$ cat config.mk
export PLATFORM = sky130hd
export DESIGN_NAME = cascade_width_sync
export DESIGN_NICKNAME = d
export VERILOG_FILES = /design/src/design/cascade_pkg.sv /design/src/design/cascade_width_sync.sv
export SDC_FILE = /design/constraint.sdc
export NUM_CORES = 1
export LEC_CHECK = 0
export BUFFER_PORTS_ARGS = -buffer_cell sky130_fd_sc_hd__buf_2
export CAP_MARGIN = 20
export CORE_ASPECT_RATIO = 1.75
export CORE_MARGIN = 2
export CORE_UTILIZATION = 50
export CTS_BUF_LIST = sky130_fd_sc_hd__clkbuf_8
export DETAILED_ROUTE_END_ITERATION = 6
export MAX_ROUTING_LAYER = met4
export PLACE_DENSITY = 0.66
export SLEW_MARGIN = 20
export SYNTH_ARGS = -nofsm -noshare
export SYNTH_HDL_FRONTEND = slang
export SYNTH_SLANG_ARGS = --single-unit
$ cat constraint.sdc
create_clock -name ref_clk_i -period 4 [get_ports ref_clk_i]
set_input_delay 0.2 -clock ref_clk_i [delete_from_list [all_inputs] [get_ports ref_clk_i]]
set_output_delay 0.2 -clock ref_clk_i [all_outputs]
set_load 0.01 [all_outputs]
$ cat src/design/cascade_pkg.sv
// constants, register layouts and carrier types of the cascade lane logic
package cascade_pkg;

  // ==========================================================
  // register offsets
  localparam logic [4:0] REG_MODE = 5'h07;
  localparam logic [4:0] REG_FIFO_CNT = 5'h1D;
  localparam logic [4:0] REG_CTRL = 5'h1E;
  localparam logic [4:0] REG_STATUS = 5'h1F;

  // ==========================================================
  // reset values
  localparam logic [7:0] MODE_RESET = 8'h00;
  localparam logic [7:0] CTRL_RESET = 8'h00;
  localparam logic [2:0] STICKY_RESET = 3'h0;

  // ==========================================================
  // sizes and timing
  localparam int FIFO_DEPTH_DEF = 64;
  localparam int SKID_DEPTH_DEF = 2;
  localparam int SYNC_MARGIN = 4;
  localparam int CLK_PERIOD_NS = 10;
  localparam int STROBE_NS = 40;
  localparam int GAP_NS = 40;
  localparam int HOLD_NS = 40;
  localparam int STROBE_CYC = (STROBE_NS + CLK_PERIOD_NS - 1) / CLK_PERIOD_NS;
  localparam int GAP_CYC = (GAP_NS + CLK_PERIOD_NS - 1) / CLK_PERIOD_NS;
  localparam int HOLD_CYC = (HOLD_NS + CLK_PERIOD_NS - 1) / CLK_PERIOD_NS;
  localparam logic [1:0] LANE_LOW = 2'h0;
  localparam logic [1:0] LANE_MID = 2'h1;
  localparam logic [1:0] LANE_HIGH = 2'h2;

  // ==========================================================
  // carriers
  typedef logic [7:0] byte_t;

  typedef struct packed {
    logic basic_follower;
    logic bus_follower;
    logic [5:0] spare;
  } mode_t;

  typedef struct packed {
    logic [5:0] spare;
    logic dir_to_mem;
    logic xfer_en;
  } ctrl_t;

  typedef struct packed {
    logic [1:0] spare;
    logic bus_sync_high;
    logic mem_sync_high;
    logic follower_err;
    logic underrun;
    logic overrun;
    logic parity_err;
  } status_t;

  typedef struct packed {
    logic parity;
    logic lane_strobe;
    logic bus_sync_n;
    logic mem_sync_n;
    logic error_n;
    logic dma_ack_n;
    byte_t scsi_data;
    byte_t mem_data;
  } pins_t;

  typedef enum logic [1:0] {
    HS_IDLE = 2'b00,
    HS_STROBE = 2'b01,
    HS_GAP = 2'b10
  } hs_state_t;

endpackage

$ cat src/design/cascade_width_sync.sv
// cascade lane logic: mode roles, lane fifo, wired sync lines, dma pacing
`timescale 1ns/1ps
module cascade_width_sync #(
  parameter int FIFO_DEPTH = cascade_pkg::FIFO_DEPTH_DEF,
  parameter int SKID_DEPTH = cascade_pkg::SKID_DEPTH_DEF
) (
  input wire logic ref_clk_i,
  input wire logic reset_i,
  input wire logic [4:0] reg_addr_i,
  input wire logic reg_wr_i,
  input wire logic reg_rd_i,
  input wire cascade_pkg::byte_t reg_wdata_i,
  output cascade_pkg::byte_t reg_rdata_o,
  input wire cascade_pkg::byte_t scsi_data_i,
  input wire logic scsi_parity_i,
  output cascade_pkg::byte_t scsi_data_o,
  output logic scsi_data_oe_n_o,
  input wire logic lane_strobe_i,
  output logic lane_strobe_o,
  output logic lane_strobe_oe_n_o,
  input wire logic bus_lane_sync_n_i,
  output logic bus_lane_sync_n_o,
  output logic bus_lane_sync_oe_n_o,
  input wire logic memory_lane_sync_n_i,
  output logic memory_lane_sync_n_o,
  output logic memory_lane_sync_oe_n_o,
  input wire logic follower_error_n_i,
  output logic follower_error_n_o,
  output logic follower_error_oe_n_o,
  output logic dma_req_n_o,
  input wire logic dma_ack_n_i,
  input wire cascade_pkg::byte_t mem_data_i,
  output cascade_pkg::byte_t mem_data_o,
  output logic mem_data_oe_n_o,
  output logic phase_drive_en_o,
  output logic script_access_en_o,
  output logic [1:0] lane_group_o
);
  import cascade_pkg::*;

  localparam int PW = $clog2(FIFO_DEPTH);
  localparam int CW = $clog2(FIFO_DEPTH + 1);
  localparam int SPW = (SKID_DEPTH > 1) ? $clog2(SKID_DEPTH) : 1;
  localparam int SCW = $clog2(SKID_DEPTH + 1);

  function automatic logic hit(input logic [4:0] a, input logic [4:0] r);
    hit = (a == r);
  endfunction

  // ==========================================================
  // pin synchronisers
  pins_t pins_raw;
  pins_t meta_q;
  pins_t sync_q;
  logic stb_d3_q;
  logic ack_d3_q;

  assign pins_raw = '{parity: scsi_parity_i, lane_strobe: lane_strobe_i,
                      bus_sync_n: bus_lane_sync_n_i,
                      mem_sync_n: memory_lane_sync_n_i,
                      error_n: follower_error_n_i, dma_ack_n: dma_ack_n_i,
                      scsi_data: scsi_data_i, mem_data: mem_data_i};

  always_ff @(posedge ref_clk_i) begin
    meta_q <= pins_raw;
    sync_q <= meta_q;
    stb_d3_q <= sync_q.lane_strobe;
    ack_d3_q <= sync_q.dma_ack_n;
  end

  // ==========================================================
  // registers and roles
  mode_t mode_q;
  ctrl_t ctrl_q;
  logic [2:0] sticky_q;

  wire lead_basic = ~mode_q.basic_follower;
  wire lead_bus = ~mode_q.bus_follower;
  wire xfer_en = ctrl_q.xfer_en;
  wire dir_in = ctrl_q.dir_to_mem;
  wire wr_mode = reg_wr_i & hit(reg_addr_i, REG_MODE);
  wire wr_ctrl = reg_wr_i & hit(reg_addr_i, REG_CTRL);
  wire wr_status = reg_wr_i & hit(reg_addr_i, REG_STATUS);
  wire bus_sync_high = sync_q.bus_sync_n;
  wire mem_sync_high = sync_q.mem_sync_n;

  // ==========================================================
  // lane fifo
  byte_t fifo_q [FIFO_DEPTH];
  logic [PW-1:0] wr_ptr_q;
  logic [PW-1:0] rd_ptr_q;
  logic [CW-1:0] cnt_q;
  hs_state_t hs_q;
  hs_state_t hs_d;
  logic [2:0] hs_cnt_q;
  logic [2:0] hs_cnt_d;

  wire fifo_full = (cnt_q == CW'(FIFO_DEPTH));
  wire fifo_empty = (cnt_q == '0);
  wire mem_room = (cnt_q <= CW'(FIFO_DEPTH - SYNC_MARGIN));

  // bus leader starts a handshake only with the wired sync line high
  wire lead_hs_start = lead_bus & xfer_en & (hs_q == HS_IDLE) &
                       bus_sync_high & (dir_in ? ~fifo_full : ~fifo_empty);
  // followers take the leader's strobe on its rising edge
  wire stb_edge = sync_q.lane_strobe & ~stb_d3_q;
  wire lane_evt = lead_bus ? lead_hs_start : (stb_edge & xfer_en);
  wire ack_evt = ~sync_q.dma_ack_n & ack_d3_q & xfer_en;

  wire push_scsi = lane_evt & dir_in & ~fifo_full;
  wire overrun_evt = lane_evt & dir_in & fifo_full;
  wire pop_scsi = lane_evt & ~dir_in & ~fifo_empty;
  wire push_mem = ack_evt & ~dir_in & ~fifo_full;

  // ==========================================================
  // two-entry buffer toward the memory bus
  byte_t skid_q [SKID_DEPTH];
  logic [SPW-1:0] skid_wr_q;
  logic [SPW-1:0] skid_rd_q;
  logic [SCW-1:0] skid_cnt_q;

  wire skid_ready = (skid_cnt_q != SCW'(SKID_DEPTH));
  wire skid_valid = (skid_cnt_q != '0);
  wire fifo_to_skid = dir_in & ~fifo_empty & skid_ready;
  wire skid_pop = ack_evt & dir_in & skid_valid;
  wire underrun_evt = (lane_evt & ~dir_in & fifo_empty) |
                      (ack_evt & dir_in & ~skid_valid);
  wire parity_evt = push_scsi & ~(^{sync_q.scsi_data, sync_q.parity});

  wire fifo_push = push_scsi | push_mem;
  wire fifo_pop = pop_scsi | fifo_to_skid;
  wire [7:0] push_data = dir_in ? sync_q.scsi_data : sync_q.mem_data;
  wire [CW-1:0] cnt_next = cnt_q + CW'(fifo_push) - CW'(fifo_pop);
  wire [SCW-1:0] skid_cnt_next = skid_cnt_q + SCW'(fifo_to_skid) -
                                 SCW'(skid_pop);

  // a buffer pointer wraps at the depth, which need not be a power of two
  wire [SPW-1:0] skid_wr_next = (skid_wr_q == SPW'(SKID_DEPTH - 1)) ?
                                '0 : skid_wr_q + SPW'(1);
  wire [SPW-1:0] skid_rd_next = (skid_rd_q == SPW'(SKID_DEPTH - 1)) ?
                                '0 : skid_rd_q + SPW'(1);
  wire [PW-1:0] wr_ptr_next = (wr_ptr_q == PW'(FIFO_DEPTH - 1)) ?
                              '0 : wr_ptr_q + PW'(1);
  wire [PW-1:0] rd_ptr_next = (rd_ptr_q == PW'(FIFO_DEPTH - 1)) ?
                              '0 : rd_ptr_q + PW'(1);

  always_ff @(posedge ref_clk_i) begin
    if (fifo_push) begin
      fifo_q[wr_ptr_q] <= push_data;
    end
    if (fifo_to_skid) begin
      skid_q[skid_wr_q] <= fifo_q[rd_ptr_q];
    end
  end

  always_ff @(posedge ref_clk_i) begin
    if (reset_i | ~xfer_en) begin
      wr_ptr_q <= '0;
      rd_ptr_q <= '0;
      cnt_q <= '0;
      skid_wr_q <= '0;
      skid_rd_q <= '0;
      skid_cnt_q <= '0;
    end else begin
      wr_ptr_q <= fifo_push ? wr_ptr_next : wr_ptr_q;
      rd_ptr_q <= fifo_pop ? rd_ptr_next : rd_ptr_q;
      cnt_q <= cnt_next;
      skid_wr_q <= fifo_to_skid ? skid_wr_next : skid_wr_q;
      skid_rd_q <= skid_pop ? skid_rd_next : skid_rd_q;
      skid_cnt_q <= skid_cnt_next;
    end
  end

  // ==========================================================
  // strobe handshake pacing
  always_comb begin
    hs_d = hs_q;
    hs_cnt_d = hs_cnt_q;
    unique case (hs_q)
      HS_IDLE: begin
        if (lead_hs_start) begin
          hs_d = HS_STROBE;
          hs_cnt_d = 3'(STROBE_CYC - 1);
        end
      end
      HS_STROBE: begin
        if (hs_cnt_q == '0) begin
          hs_d = HS_GAP;
          hs_cnt_d = 3'(GAP_CYC - 1);
        end else begin
          hs_cnt_d = hs_cnt_q - 3'(1);
        end
      end
      HS_GAP: begin
        if (hs_cnt_q == '0) begin
          hs_d = HS_IDLE;
        end else begin
          hs_cnt_d = hs_cnt_q - 3'(1);
        end
      end
      default: begin
        hs_d = HS_IDLE;
      end
    endcase
  end

  // ==========================================================
  // dma request pacing
  logic req_q;
  logic [2:0] hold_q;
  wire mem_ready = xfer_en & (dir_in ? skid_valid : mem_room);
  // the hold covers the sync line's trip through the followers' logic
  wire req_set = lead_basic & mem_ready & mem_sync_high & ~req_q &
                 (hold_q == '0) & sync_q.dma_ack_n;

  always_ff @(posedge ref_clk_i) begin
    if (reset_i) begin
      hs_q <= HS_IDLE;
      hs_cnt_q <= '0;
      req_q <= 1'b0;
      hold_q <= '0;
    end else begin
      hs_q <= hs_d;
      hs_cnt_q <= hs_cnt_d;
      // a dropped transfer withdraws its pending request
      req_q <= (req_q & ~ack_evt & lead_basic & xfer_en) | req_set;
      hold_q <= ack_evt ? 3'(HOLD_CYC) :
                (hold_q != '0) ? hold_q - 3'(1) : hold_q;
    end
  end

  // ==========================================================
  // register file
  status_t status_v;
  assign status_v = '{spare: 2'h0, bus_sync_high: bus_sync_high,
                      mem_sync_high: mem_sync_high,
                      follower_err: ~sync_q.error_n,
                      underrun: sticky_q[2], overrun: sticky_q[1],
                      parity_err: sticky_q[0]};
  wire [2:0] sticky_set = {underrun_evt, overrun_evt, parity_evt};
  wire [2:0] sticky_clr = wr_status ? reg_wdata_i[2:0] : 3'h0;
  wire [7:0] rd_mux = hit(reg_addr_i, REG_MODE) ? mode_q :
                      hit(reg_addr_i, REG_CTRL) ? ctrl_q :
                      hit(reg_addr_i, REG_STATUS) ? status_v :
                      hit(reg_addr_i, REG_FIFO_CNT) ? 8'(cnt_q) : 8'h00;

  always_ff @(posedge ref_clk_i) begin
    if (reset_i) begin
      mode_q <= MODE_RESET;
      ctrl_q <= CTRL_RESET;
      sticky_q <= STICKY_RESET;
      reg_rdata_o <= 8'h00;
    end else begin
      mode_q <= wr_mode ? reg_wdata_i : mode_q;
      ctrl_q <= wr_ctrl ? reg_wdata_i : ctrl_q;
      // a new event outweighs a clear in the same cycle
      sticky_q <= (sticky_q & ~sticky_clr) | sticky_set;
      reg_rdata_o <= reg_rd_i ? rd_mux : reg_rdata_o;
    end
  end

  // ==========================================================
  // pin drivers
  wire bus_cant = xfer_en ? (dir_in ? fifo_full : fifo_empty) : 1'b1;

  always_ff @(posedge ref_clk_i) begin
    if (reset_i) begin
      scsi_data_o <= 8'h00;
      scsi_data_oe_n_o <= 1'b1;
      lane_strobe_o <= 1'b0;
      lane_strobe_oe_n_o <= 1'b1;
      bus_lane_sync_n_o <= 1'b0;
      bus_lane_sync_oe_n_o <= 1'b1;
      memory_lane_sync_n_o <= 1'b0;
      memory_lane_sync_oe_n_o <= 1'b1;
      follower_error_n_o <= 1'b0;
      follower_error_oe_n_o <= 1'b1;
      dma_req_n_o <= 1'b1;
      mem_data_o <= 8'h00;
      mem_data_oe_n_o <= 1'b1;
      phase_drive_en_o <= 1'b0;
      script_access_en_o <= 1'b0;
      lane_group_o <= LANE_LOW;
    end else begin
      scsi_data_o <= pop_scsi ? fifo_q[rd_ptr_q] : scsi_data_o;
      scsi_data_oe_n_o <= ~(xfer_en & ~dir_in);
      lane_strobe_o <= (hs_d == HS_STROBE);
      lane_strobe_oe_n_o <= ~lead_bus;
      bus_lane_sync_n_o <= 1'b0;
      bus_lane_sync_oe_n_o <= ~(~lead_bus & bus_cant);
      memory_lane_sync_n_o <= 1'b0;
      // only a basic follower ever pulls the memory sync line
      memory_lane_sync_oe_n_o <= ~(~lead_basic & ~mem_ready);
      follower_error_n_o <= 1'b0;
      follower_error_oe_n_o <= ~(~lead_basic & (|sticky_q));
      dma_req_n_o <= ~((req_q & ~ack_evt & lead_basic & xfer_en) |
                       req_set);
      mem_data_o <= skid_pop ? skid_q[skid_rd_q] : mem_data_o;
      mem_data_oe_n_o <= ~(dir_in & xfer_en & ~sync_q.dma_ack_n);
      // phases and scripts stay with the chip leading in both modes
      phase_drive_en_o <= lead_basic & lead_bus;
      script_access_en_o <= lead_basic & lead_bus;
      lane_group_o <= lead_basic ? LANE_LOW :
                      lead_bus ? LANE_MID : LANE_HIGH;
    end
  end

endmodule

Yosys cells after proc, flatten, opt, wreduce, memory -nomap -nowiden
Memories as Yosys holds them, arrays and structs flattened. A register that Yosys moved wholly into a read port is not among the register bits.
Index checks and enable logic that the tools add are counted.
W data, S select, Z words.
{ "totals": {"latchBits": 0, "mem_bits_rw": 528, "rom_bits": 0, "out_inout_bits": 39, "n_memories": 2, "input_bits": 39, "ff_bits": 124} }
{ "mem_list": {"columns": ["name", "words", "width", "read_ports", "rd_clocked_by_memory_dff", "write_ports", "line", "source"], "rows": [
  ["fifo_q", 64, 8, 1, 1, 1, "cascade_width_sync.sv:89", "byte_t fifo_q [FIFO_DEPTH];"],
  ["skid_q", 2, 8, 1, 1, 1, "cascade_width_sync.sv:117", "byte_t skid_q [SKID_DEPTH];"]
]} }
{ "classes": {"n_reduce_logical": 13, "div_mod_pow": 0, "n_bitwise": 69, "n_mul": 0, "n_lt_le_gt_ge": 1, "muxes": 32, "n_shift": 0, "addsub": 10, "eq_ne": 13} }
{ "ops": {"columns": ["cell", "n"], "rows": [
  ["$and A1 B1 Y1", 41],
  ["$mux W6", 4],
  ["$mux W8", 3],
  ["$not A1 Y1", 20],
  ["$mux W3", 6],
  ["$eq A5 B5 Y1 const B", 3],
  ["$mux W7", 2],
  ["$add A6 B1 Y6 const B", 2],
  ["$eq A6 B6 Y1 const B", 2],
  ["$mux W1", 11],
  ["$pmux W3 S3", 1],
  ["$reduce_xor A9 Y1", 1],
  ["$mux W2", 4],
  ["$add A7 B1 Y7", 1],
  ["$eq A7 B7 Y1 const B", 1],
  ["$le A7 B6 Y1 const B", 1],
  ["$logic_not A7 Y1", 1],
  ["$sub A7 B1 Y7", 1],
  ["$logic_not A3 Y1", 2],
  ["$ne A2 B2 Y1 const B", 3],
  ["$pmux W2 S3", 1],
  ["$reduce_bool A3 Y1", 2],
  ["$sub A3 B1 Y3 const B", 2],
  ["$eq A5 B3 Y1 const B", 1],
  ["other kinds (14)", 22]
]} }

Logic depth before layout (Yosys ltp)
Gate-level depths: netlist (run 1).
{ "logic_depth": {"depth_word": 11, "ltp_mapped": 15} }

Least setup slack after synthesis (run 1)
No wires, ideal clock.
{ "synth_path": {"kind": "reg-to-reg", "from": "register hs_q[0]", "to": "register cnt_q[6]", "t_arrival_ns": 2.875, "path_slack_ns": 0.999, "path_buffers": 0, "setup_time_ns": 0.125, "synth_period_minus_slack_ns": 3.001, "path_stages_with_launch": 16, "cell_sequence": "dfxtp_1 > inv_1 > ha_1 > and3b_1 > o211a_1 > o21ai_1 > ha_1 > inv_1 > ha_1 > fa_1 > a21oi_1 > o21bai_1 > a21oi_1 > o21bai_1 > xnor2_1 > nor2_1"} }
{ "synth_between": {"elab_chain_len": 10, "word_cells_on_any_way": 13, "classes_between": "add/sub: 2; mux: 1; bitwise: 9; reduce/logical: 1"} }
{ "synth_rtl": {"columns": ["item", "line", "source"], "rows": [
  ["start, declared", "cascade_width_sync.sv:93", "hs_state_t hs_q;"],
  ["start signal, assigned", "cascade_width_sync.sv:223", "hs_q <= hs_d;"],
  ["$logic_not A2 Y1 (*)", "cascade_width_sync.sv:103", "wire lead_hs_start = lead_bus & xfer_en & (hs_q == HS_IDLE) &"],
  ["$and A1 B1 Y1 (*) (2 in series)", "cascade_width_sync.sv:103", null],
  ["$and A1 B1 Y1 (*)", "cascade_width_sync.sv:104", "bus_sync_high & (dir_in ? ~fifo_full : ~fifo_empty);"],
  ["$mux W1 (*)", "cascade_width_sync.sv:107", "wire lane_evt = lead_bus ? lead_hs_start : (stb_edge & xfer_en);"],
  ["$and A1 B1 Y1 (2 in series)", "cascade_width_sync.sv:110", "wire push_scsi = lane_evt & dir_in & ~fifo_full;"],
  ["$or A1 B1 Y1", "cascade_width_sync.sv:130", "wire fifo_push = push_scsi | push_mem;"],
  ["$add A7 B1 Y7", "cascade_width_sync.sv:133", "wire [CW-1:0] cnt_next = cnt_q + CW'(fifo_push) - CW'(fifo_pop);"],
  ["$sub A7 B1 Y7 (*)", "cascade_width_sync.sv:133", null],
  ["end signal, assigned", "cascade_width_sync.sv:167", "cnt_q <= cnt_next;"],
  ["end, declared", "cascade_width_sync.sv:92", "logic [CW-1:0] cnt_q;"]
]} }
Every way passes the cells marked *; elsewhere a longest branch is shown, timed or not.
A chain may end at the register's enable or synchronous reset.

Worst setup path after layout (run 1)
{ "layout_path": {"from": "register hs_q[1]", "to": "register cnt_q[6]"} }
The elaborated chain is that of the path after synthesis.

==> results of run 1 <==
-- stage by stage --
stage	cell area, um^2	util (%)
finish	29200	56.9
global route	29200	56.9
CTS	29200	56.9
detailed placement	27100	52.7
global placement	27100	52.7
floorplan	25900	-
-- worst register-to-register path, delay by kind of cell, from the launching register on --
kind                       cells  cell delay [ns]
adders and majority gates      4             1.14
xor gates and xnor gates       1             0.15
DFF                            1             0.38
and+or+nand+nor                2             0.28
AOI/OAI and AO/OA              6             1.37
buffers and inverters          2             0.14
-- final cells by class --
class | count | area (um^2) | area share (%)
antenna | 1 | 2.50 | 0.00857
multi-input combinational | 732 | 6710 | 23.0
inverter | 30 | 113 | 0.385
clock buffer | 100 | 1380 | 4.71
clock inverter | 69 | 438 | 1.50
sequential | 666 | 18600 | 63.8
tap | 672 | 841 | 2.88
timing repair buffer | 155 | 1110 | 3.79
-- how the worst max path moves through the flow --
stage | slack, ns | from | cells past startpoint | endpoint
6_report | 0.39 | hs_q[1]$_SDFF_PP0_ | 15 | cnt_q[6]$_SDFF_PP0_
4_1_cts | 0.41 | hs_q[1]$_SDFF_PP0_ | 15 | cnt_q[6]$_SDFF_PP0_
5_1_grt | 0.15 | hs_q[1]$_SDFF_PP0_ | 15 | cnt_q[6]$_SDFF_PP0_
3_3_place_gp | 0.51 | hs_q[0]$_SDFF_PP0_ | 15 | cnt_q[6]$_SDFF_PP0_
3_5_place_dp | 0.46 | hs_q[1]$_SDFF_PP0_ | 15 | cnt_q[6]$_SDFF_PP0_
2_1_floorplan | 1.0 | hs_q[0]$_SDFF_PP0_ | 15 | cnt_q[6]$_SDFF_PP0_
-- per-layer routing --
layer  vias to the layer above  part of all wire, %
met4                         0                  4.8
met1                      7063                   35
met2                       431                   56
met5                         -                    0
li1                       6206                    -
met3                       136                  4.2
-- cells in the mapped netlist, types with 12 or more instances --
library cell and number:
a22oi_1 30, a21oi_1 44, inv_1 29, o21ai_0 22
mux2i_1 51, nor2_1 143, a211oi_1 19, mux2_2 20
a21o_1 12, and2_1 13, edfxtp_1 528, nand2_1 57
clkbuf_1 49, mux4_2 122, ha_1 26, xnor2_1 18
buf_4 13, dfxtp_1 138, buf_2 12, nor2b_1 12
-- logic make-up (layout without fill, tap and decap cells) --
group                      Yosys count  in the layout  share of synthesized area [%]
buffers and inverters              118            354                           2.16
xor gates and xnor gates            25             25                          0.846
adders and majority gates           27             27                           1.33
other                                1              4                         0.0145
AOI/OAI and AO/OA                  183            183                           4.85
muxes                              193            193                           13.5
and+or+nand+nor                    301            301                           5.39
DFF                                666            666                           72.0
-- sequential cells by signal (all words and copies together) (netlist names), 2 cells and up, named ones only --
name,count
ctrl_q,6
hold_q,3
skid_q,16
reg_rdata_o,8
scsi_data_o,8
hs_cnt_q,3
hs_q,2
fifo_q,512
mem_data_o,8
wr_ptr_q,6
lane_group_o,2
sync_q,20
meta_q,22
skid_cnt_q,2
mode_q,8
cnt_q,7
sticky_q,3
rd_ptr_q,6
-- timing repair --
| action | 4_1_cts | 5_1_grt |
|---|---|---|
| hold buffers | 32 | 0 |
| endpoints found under the hold margin | 52 | 0 |
| resized for setup | 0 | 0 |
-- power groups by stage --
stage	combinational (mW)	clock [mW]	sequential (mW)
3_5_place_dp	0.260	0	7.67
5_1_grt	0.308	5.53	7.52
3_3_place_gp	0.249	0	7.67
6_report	0.285	5.13	7.52
2_1_floorplan	0.141	0	7.66
4_1_cts	0.285	5.24	7.52
==> results_dict.tcl, run 1 <==
set metrics [dict create \
    status "complete, no violations" \
    drt-total-wl_mm 60.1 \
    ys_warn_count 0 \
    cp_cell_sequence "inv_1 -> ha_1 -> and3b_1 -> o211a_1 -> o21ai_1 -> ha_1 -> inv_1 -> ha_1 -> fa_1 -> a21oi_1 -> o21bai_1 -> a21oi_1 -> o21bai_1 -> xnor2_1 -> nor2_1" \
    worst_slew_pin_slew_ns 1.09 \
    drc_errors 0 \
    syn_inst 1514 \
    critPathKind "flip-flop to flip-flop" \
    cts_made_buffers 90 \
    die_y_um 305 \
    synth-edff-count 528 \
    drt_iter0_drc 1017 \
    fp.dieW_um 176 \
    final-max-slew-violation-count 0 \
    io_buffers 74 \
    num_rows 110 \
    nFillCells 3915 \
    grt_util_met2_pct 43.4 \
    maxCapViolCount 0 \
    crit_fanout 9 \
    ys_seq_area_share_pct 72.0 \
    avgRoutedWirePerCell_um 24.8 \
    power_frac_comb_pct 2.2 \
    total_power_mw 12.9 \
    synth_top_area_share_pct 61.3 \
    ios 78 \
    max_slew_margin_pct 27.2 \
    drive_above_1_share_pct 23.1 \
    p_per_area_mw_per_mm2 442 \
    dp_hpwl_mm 41.0 \
    gp_congestion 0.868 \
    r2r.worst_path.cells 15 \
    synth_top_area_cell "edfxtp_1" \
    critPathMostFrequentCell "ha_1" \
    synth_seq_cells 666 \
    r2r_start "hs_q[1]$_SDFF_PP0_" \
    syn-cell-area_mm2 0.0259 \
    area_growth_pct 12.9 \
    insertion_delay_ns 0.66 \
    postCtsSetupBuffers 0 \
    tns_ns 0 \
    cts.sinks 666 \
    rsz0062_at_grt "no" \
    initial_core_util_pct 50.4 \
    cts_tree "done" \
    hold_start "reg_wr_i" \
    seqPwrFrac_pct 58.1 \
    vias_per_cell 5.71 \
    fin_skew_ns 0.0319 \
    hold_class "primary input to flip-flop" \
    final_net_count 1741 \
    grt_use_met3_pct 3.21 \
    yosysUniqueCellTypes 61 \
    htree_num_levels 3 \
    place_ws_ns 0.464 \
    worstSetupEndpointType "flip-flop" \
    critPathMaxStageDelay_ns 0.60 \
    synth-main-ff-cell "edfxtp_1" \
    irDropWorstVdd_mv 0.225 \
    busiest_layer "met2" \
    mostFrequentLayoutCell "edfxtp_1" \
    min_period_ns 3.61 \
    grtUsageTotal_pct 23.4 \
    p_int_mw 10.3 \
    cp_top_family "compound AO/OA/AOI/OAI gates" \
    clkTransAtPathRegs_ns 0.07 \
    grt_pass1_vias 14270 \
    hold_ws_ns 0.0594 \
    cts.path.max_buffers 3 \
    p_sw_mw 2.65 \
    rrSetupSlack_ns 0.39 \
    first_pass_iters 7 \
    setup_ws_ns 0.395 \
    grt_pass1_wl_mm 89.0 \
    netlist_top_cells_area "edfxtp_1 61%, dfxtp_1 11%, mux4_2 11%" \
    vias 13836 \
    holdPathStages 6 \
    antenna_found_initial 1 \
    dp.cells 2223 \
    avgSynthCellArea_um2 17.1 \
    crit_buf_inv 2 \
    grt_max_degree 50 \
    clkPwrFrac_pct 39.6 \
    layout_common_cells "528 x edfxtp_1, 143 x nor2_1, 135 x dfxtp_1" \
    leakagePower_nw 9.53 \
    core_mm2 0.0513 \
    grt_overflow 0 \
    finalHoldViolations 0 \
    finalSetupViolCount 0 \
    fin_crit_sh_pct 90.1 \
    dieArea_mm2 0.0537 \
    critPathSlowestCell "o21ai_1" \
    async_flop_share_pct 0 \
    cts_root_buf "clkbuf_8" \
    worstPathRequired_ns 4.49 \
    ant_nets 0 \
    fin_cells 2425 \
    r2r-end "cnt_q[6]$_SDFF_PP0_" \
    startpoint_type "flip-flop" \
    min_to "sticky_q[2]$_SDFF_PP0_" \
    globalRouteMet1Util_pct 24.1 \
    cp.arrival_ns 4.10 \
    fmax_mhz 277 \
    swShare_pct 20.5 \
]
No activity file was read; power rests on OpenSTA's default activity.
==> run 2: changes to the inputs <==
--- a/config.mk
+++ b/config.mk
@@ -5,15 +5,14 @@
 export SDC_FILE = /design/constraint.sdc
 export NUM_CORES = 1
 export LEC_CHECK = 0
-export BUFFER_PORTS_ARGS = -buffer_cell sky130_fd_sc_hd__buf_2
 export CAP_MARGIN = 20
 export CORE_ASPECT_RATIO = 1.75
 export CORE_MARGIN = 2
 export CORE_UTILIZATION = 50
 export CTS_BUF_LIST = sky130_fd_sc_hd__clkbuf_8
 export DETAILED_ROUTE_END_ITERATION = 6
+export DONT_BUFFER_PORTS = 1
 export MAX_ROUTING_LAYER = met4
-export PLACE_DENSITY = 0.66
 export SLEW_MARGIN = 20
 export SYNTH_ARGS = -nofsm -noshare
 export SYNTH_HDL_FRONTEND = slang
==> run 2 against run 1 <==
Compared with the run above: clock power barely moved; critical path depth did not move; count of clock-buffer cells in the layout rose by 6; via count rose by 0.38%; power fell by 0.17%; first-iteration DRC count fell by 5.9%; sequential share of layout area barely moved; critical path type unchanged; sequential power barely moved.
==> results_dict.tcl, run 2 (synthesis results as in run 1) <==
set metrics [dict create \
    maxCapViolCount 0 \
    critPathKind "flip-flop to flip-flop" \
    grt_pass1_wl_mm 92.2 \
    critPathMostFrequentCell "ha_1" \
    avgRoutedWirePerCell_um 25.8 \
    leakagePower_nw 9.43 \
    vias 13889 \
    rsz0062_at_grt "no" \
    tns_ns 0 \
    finalHoldViolations 0 \
    drive_above_1_share_pct 21.2 \
    io_buffers 0 \
    vias_per_cell 5.80 \
    critPathMaxStageDelay_ns 0.60 \
    critPathSlowestCell "o21ai_1" \
    grt_overflow 0 \
    fin_skew_ns 0.0349 \
    max_slew_margin_pct 26.1 \
    fp.dieW_um 176 \
    final_net_count 1708 \
    mostFrequentLayoutCell "edfxtp_1" \
    initial_core_util_pct 50.4 \
    worstPathRequired_ns 4.52 \
    clkTransAtPathRegs_ns 0.07 \
    cts.path.max_buffers 3 \
    worstSetupEndpointType "flip-flop" \
    cts_root_buf "clkbuf_8" \
    layout_common_cells "528 x edfxtp_1, 143 x nor2_1, 135 x dfxtp_1" \
    final-max-slew-violation-count 0 \
    worst_slew_pin_slew_ns 1.11 \
    fin_crit_sh_pct 89.9 \
    core_mm2 0.0513 \
    drt_iter0_drc 957 \
    status "complete, no violations" \
    first_pass_iters 5 \
    dp_hpwl_mm 42.2 \
    cp_cell_sequence "inv_1 -> ha_1 -> and3b_1 -> o211a_1 -> o21ai_1 -> ha_1 -> inv_1 -> ha_1 -> fa_1 -> a21oi_1 -> o21bai_1 -> a21oi_1 -> o21bai_1 -> xnor2_1 -> nor2_1" \
    grtUsageTotal_pct 24.4 \
    drt-total-wl_mm 61.8 \
    antenna_found_initial 1 \
    grt_max_degree 57 \
    reg.largest.list "fifo_q (512), meta_q (22), sync_q (20)" \
    hold_class "primary input to flip-flop" \
    insertion_delay_ns 0.67 \
    cts_tree "done" \
    cts_made_buffers 94 \
    nFillCells 3976 \
    crit_fanout 9 \
    top_register "fifo_q" \
    htree_num_levels 3 \
    finalSetupViolCount 0 \
    ctsResizeCount 0 \
    dieArea_mm2 0.0537 \
    area_growth_pct 12.9 \
    num_rows 110 \
    irDropWorstVdd_mv 0.248 \
    ios 78 \
    min_period_ns 3.60 \
    die_y_um 305 \
    dpl_cell_area_mm2 0.0269 \
    p_per_area_mw_per_mm2 442 \
    fmax_mhz 278 \
    drc_errors 0 \
    largest_register_ff_count 512 \
    ant_nets 0 \
    design_area_mm2 0.0292 \
    startpoint_type "flip-flop" \
    cts.sinks 666 \
    grt_pass1_vias 14764 \
    cp.arrival_ns 4.11 \
    gp_congestion 0.866 \
]
==> run 2: cell types whose count changed in the layout (fill, tap and decap cells not counted), sizes merged <==
| cell | delta |
|---|---|
| bufinv | -3 |
| inv | +2 |
| clkbuf | +6 |
| buf | -47 |
| dlygate4sd3 | +10 |
==> run 2: layer usage <==
metal	global-route usage, %	vias up	routed length, um	share of wire [%]
li1	-	6144	-	-
met1	24.9	7074	20800	34
met2	44.6	488	34300	55
met3	3.37	183	3050	4.9
met4	13.6	0	3730	6.0
met5	-	-	0	0
==> run 2: per-stage QoR <==
stage | hold WS, ns | setup WS [ns] | cells | total power, mW | util [%]
after floorplan | 0.228 | 0.999 | 1516 | 7.80 | -
after global placement | 0.228 | 0.473 | 2175 | 7.87 | 52.5
after detailed placement | 0.228 | 0.427 | 2175 | 7.88 | 52.5
after CTS | 0.00677 | 0.399 | 2392 | 13.0 | 56.9
after global routing | 0.0483 | 0.112 | 2393 | 13.3 | 56.9
final | 0.0597 | 0.404 | 2393 | 12.9 | 56.9
==> run 2: path summary, 6_finish.rpt <==
| kind | to | startpoint | cells past startpoint | slack [ns] |
|---|---|---|---|---|
| worst max-delay path | cnt_q[6]$_SDFF_PP0_ | hs_q[0]$_SDFF_PP0_ | 15 | 0.40 |
| worst min-delay path | reg_rdata_o[4]$_SDFFE_PP0P_ | reg_addr_i[2] | 4 | 0.06 |
| worst min register to register | sync_q[15]$_DFF_P_ | meta_q[15]$_DFF_P_ | 0 | 0.33 |
| worst max register to register | cnt_q[6]$_SDFF_PP0_ | hs_q[0]$_SDFF_PP0_ | 15 | 0.40 |
==> run 2: cell type report <==
class                           instances  area [um^2]  area share [%]
Clock buffer                          106         1460            4.99
Tap cell                              672          841            2.88
Multi-Input combinational cell        732         6720            23.0
Timing Repair Buffer                  118         1090            3.72
Clock inverter                         68          368            1.26
Antenna cell                            1         2.50         0.00857
Inverter                               30          113           0.385
Sequential cell                       666        18600            63.8
==> run 2: critical path, delay by kind of cell (launching register included) <==
kind,cells,cell delay (ns)
buf+inv,2,0.13
compound gates,6,1.34
flops,1,0.38
fa+ha+maj,4,1.15
xor+xnor,1,0.14
simple gates,2,0.27
==> run 2: repair_timing <==
action                                 CTS  global route
endpoints found under the hold margin   93             0
hold buffers                            43             0
buffers inserted                         0             0
==> run 2: report_power, final <==
group	switching, mW	leakage, nW	internal [mW]	total [mW]
combinational	0.179	2.48	0.0813	0.260
sequential	0.0226	5.88	7.50	7.52
clock	2.49	1.07	2.63	5.12
==> run 3: changes to the inputs <==
--- a/config.mk
+++ b/config.mk
@@ -12,6 +12,7 @@
 export CTS_BUF_LIST = sky130_fd_sc_hd__clkbuf_8
 export DETAILED_ROUTE_END_ITERATION = 6
 export DONT_BUFFER_PORTS = 1
+export GPL_ROUTABILITY_DRIVEN = 0
 export MAX_ROUTING_LAYER = met4
 export SLEW_MARGIN = 20
 export SYNTH_ARGS = -nofsm -noshare
==> constraint.sdc (replaced) <==
create_clock -name ref_clk_i -period 4 [get_ports ref_clk_i]
set_input_delay 1.2 -clock ref_clk_i [delete_from_list [all_inputs] [get_ports ref_clk_i]]
set_output_delay 1.2 -clock ref_clk_i [all_outputs]
set_load 0.01 [all_outputs]
==> run 3 against run 2 <==
Compared with the run above: final cell count decreased by 1.8%; clock skew increased by 0.011 ns; sequential share of layout area is 1.2 points higher; flip-flop and latch count did not move; first-iteration DRC count rose by 3.4%; non-clock buffer count decreased by 42; power down 1.6%; combinational power down 19%; global-route usage shrank 0.42 points; design area decreased by 1.8%; highest routed layer unchanged.
==> results_dict.tcl, run 3 (synthesis results as in run 1) <==
set metrics [dict create \
    critPathMaxStageDelay_ns 0.56 \
    finalSetupViolCount 0 \
    hold_ws_ns 0.326 \
    drt-total-wl_mm 61.1 \
    cts_made_buffers 93 \
    worst_slew_pin_slew_ns 1.11 \
    r2r.worst_path.cells 15 \
    r2r-end "cnt_q[6]$_SDFF_PP0_" \
    layout_common_cells "528 x edfxtp_1, 143 x nor2_1, 135 x dfxtp_1" \
    hold_class "flip-flop to flip-flop" \
    grtUsageTotal_pct 24.0 \
    hold_start "meta_q[15]$_DFF_P_" \
    cts.sinks 666 \
    drt_iter0_drc 990 \
    worstPathRequired_ns 4.52 \
    leakagePower_nw 9.17 \
    ant_nets 0 \
    dp_hpwl_mm 41.8 \
    rsz0062_at_grt "no" \
    vias_per_cell 5.78 \
    cp_cell_sequence "inv_1 -> ha_1 -> and3b_1 -> o211a_1 -> o21ai_1 -> ha_1 -> inv_1 -> ha_1 -> fa_1 -> a21oi_1 -> o21bai_1 -> a21oi_1 -> o21bai_1 -> xnor2_1 -> nor2_1" \
    drive_above_1_share_pct 21.8 \
    worstSetupEndpointType "flip-flop" \
    largest_register_ff_count 512 \
    fmax_mhz 281 \
    first_pass_iters 6 \
    cp_top_family "compound AO/OA/AOI/OAI gates" \
    grt_overflow 0 \
    die_y_um 305 \
    grt_max_degree 58 \
    min_period_ns 3.56 \
    seqPwrFrac_pct 59.2 \
    dieArea_mm2 0.0537 \
    fp.dieW_um 176 \
    cp.arrival_ns 4.08 \
    status "complete, no violations" \
    insertion_delay_ns 0.68 \
    min_to "sync_q[15]$_DFF_P_" \
    final-max-slew-violation-count 0 \
    ctsResizeCount 0 \
    r2r_start "hs_q[1]$_SDFF_PP0_" \
    critPathMostFrequentCell "ha_1" \
    finalHoldViolations 0 \
    avgRoutedWirePerCell_um 26.0 \
    num_rows 110 \
    power_frac_comb_pct 1.7 \
    fin_skew_ns 0.0456 \
    mostFrequentLayoutCell "edfxtp_1" \
    grt_pass1_vias 14283 \
    tns_ns 0 \
    holdBufCountCts 0 \
    cts.path.max_buffers 3 \
    clkPwrFrac_pct 39.1 \
    io_buffers 0 \
    maxCapViolCount 0 \
    top_register "fifo_q" \
    critPathKind "flip-flop to flip-flop" \
    rrSetupSlack_ns 0.44 \
    drc_errors 0 \
    core_mm2 0.0513 \
    max_slew_margin_pct 26.1 \
    htree_num_levels 3 \
    postCtsSetupBuffers 0 \
    reg.largest.list "fifo_q (512), meta_q (22), sync_q (20)" \
    cts_tree "done" \
    crit_buf_inv 2 \
    nFillCells 4029 \
    crit_fanout 9 \
    clkTransAtPathRegs_ns 0.07 \
    final_net_count 1665 \
    startpoint_type "flip-flop" \
    area_growth_pct 10.9 \
    antenna_found_initial 2 \
    initial_core_util_pct 50.4 \
    p_int_mw 9.98 \
    vias 13593 \
    holdPathStages 0 \
    critPathSlowestCell "o21ai_1" \
    ios 78 \
    p_sw_mw 2.72 \
    total_power_mw 12.7 \
    irDropWorstVdd_mv 0.240 \
    fin_crit_sh_pct 89.0 \
    p_per_area_mw_per_mm2 442 \
    cts_root_buf "clkbuf_8" \
    swShare_pct 21.4 \
    grt_pass1_wl_mm 90.6 \
]
## run 3: power groups by stage
stage | combinational, mW | sequential [mW] | clock, mW
3_3_place_gp | 0.203 | 7.67 | 0
2_1_floorplan | 0.141 | 7.66 | 0
6_report | 0.210 | 7.52 | 4.96
3_5_place_dp | 0.211 | 7.67 | 0
5_1_grt | 0.231 | 7.52 | 5.35
4_1_cts | 0.212 | 7.52 | 5.08
## run 3: worst reg2reg max path, cell delays in order (launching register included)
cell and delay [ns]:
dfxtp_1 0.38, inv_1 0.10, ha_1 0.26, and3b_1 0.22
o211a_1 0.23, o21ai_1 0.56, ha_1 0.24, inv_1 0.04
ha_1 0.20, fa_1 0.43, a21oi_1 0.14, o21bai_1 0.11
a21oi_1 0.17, o21bai_1 0.10, xnor2_1 0.16, nor2_1 0.06
## run 3: worst max path at each step
| stage | startpoint | endpoint | slack, ns | cells past startpoint |
|---|---|---|---|---|
| floorplan | hs_q[0]$_SDFF_PP0_ | cnt_q[6]$_SDFF_PP0_ | 1.0 | 15 |
| global placement | hs_q[0]$_SDFF_PP0_ | cnt_q[6]$_SDFF_PP0_ | 0.46 | 15 |
| detailed placement | hs_q[1]$_SDFF_PP0_ | cnt_q[6]$_SDFF_PP0_ | 0.42 | 15 |
| CTS | hs_q[0]$_SDFF_PP0_ | cnt_q[6]$_SDFF_PP0_ | 0.41 | 15 |
| global route | hs_q[0]$_SDFF_PP0_ | cnt_q[6]$_SDFF_PP0_ | 0.15 | 15 |
| finish | hs_q[1]$_SDFF_PP0_ | cnt_q[6]$_SDFF_PP0_ | 0.44 | 15 |
## run 3: per-layer routing
metal	track usage [%]	up-vias	routed length (um)
met5	-	-	0
met4	12.9	0	3240
met3	3.62	138	2710
met2	44.0	437	34400
met1	24.3	6953	20800
li1	-	6065	-
## run 3: per-stage QoR
stage                     instance area (um^2)  util (%)  instances  setup slack, ns
after global placement                   26900      52.5       2176            0.459
after floorplan                          25900         -       1516            0.999
after global routing                     28700      55.9       2350            0.155
final                                    28700      55.9       2350            0.441
after CTS                                28700      55.9       2348            0.407
after detailed placement                 26900      52.5       2176            0.416
## run 3: final cells by class
class,instances,area (um^2),share of cell area [%]
Tap cell,672,841,2.93
Timing Repair Buffer,76,646,2.25
Antenna cell,2,5.00,0.0174
Inverter,30,113,0.392
Multi-Input combinational cell,732,6720,23.4
Clock buffer,102,1400,4.89
Sequential cell,666,18600,64.9
Clock inverter,70,339,1.18
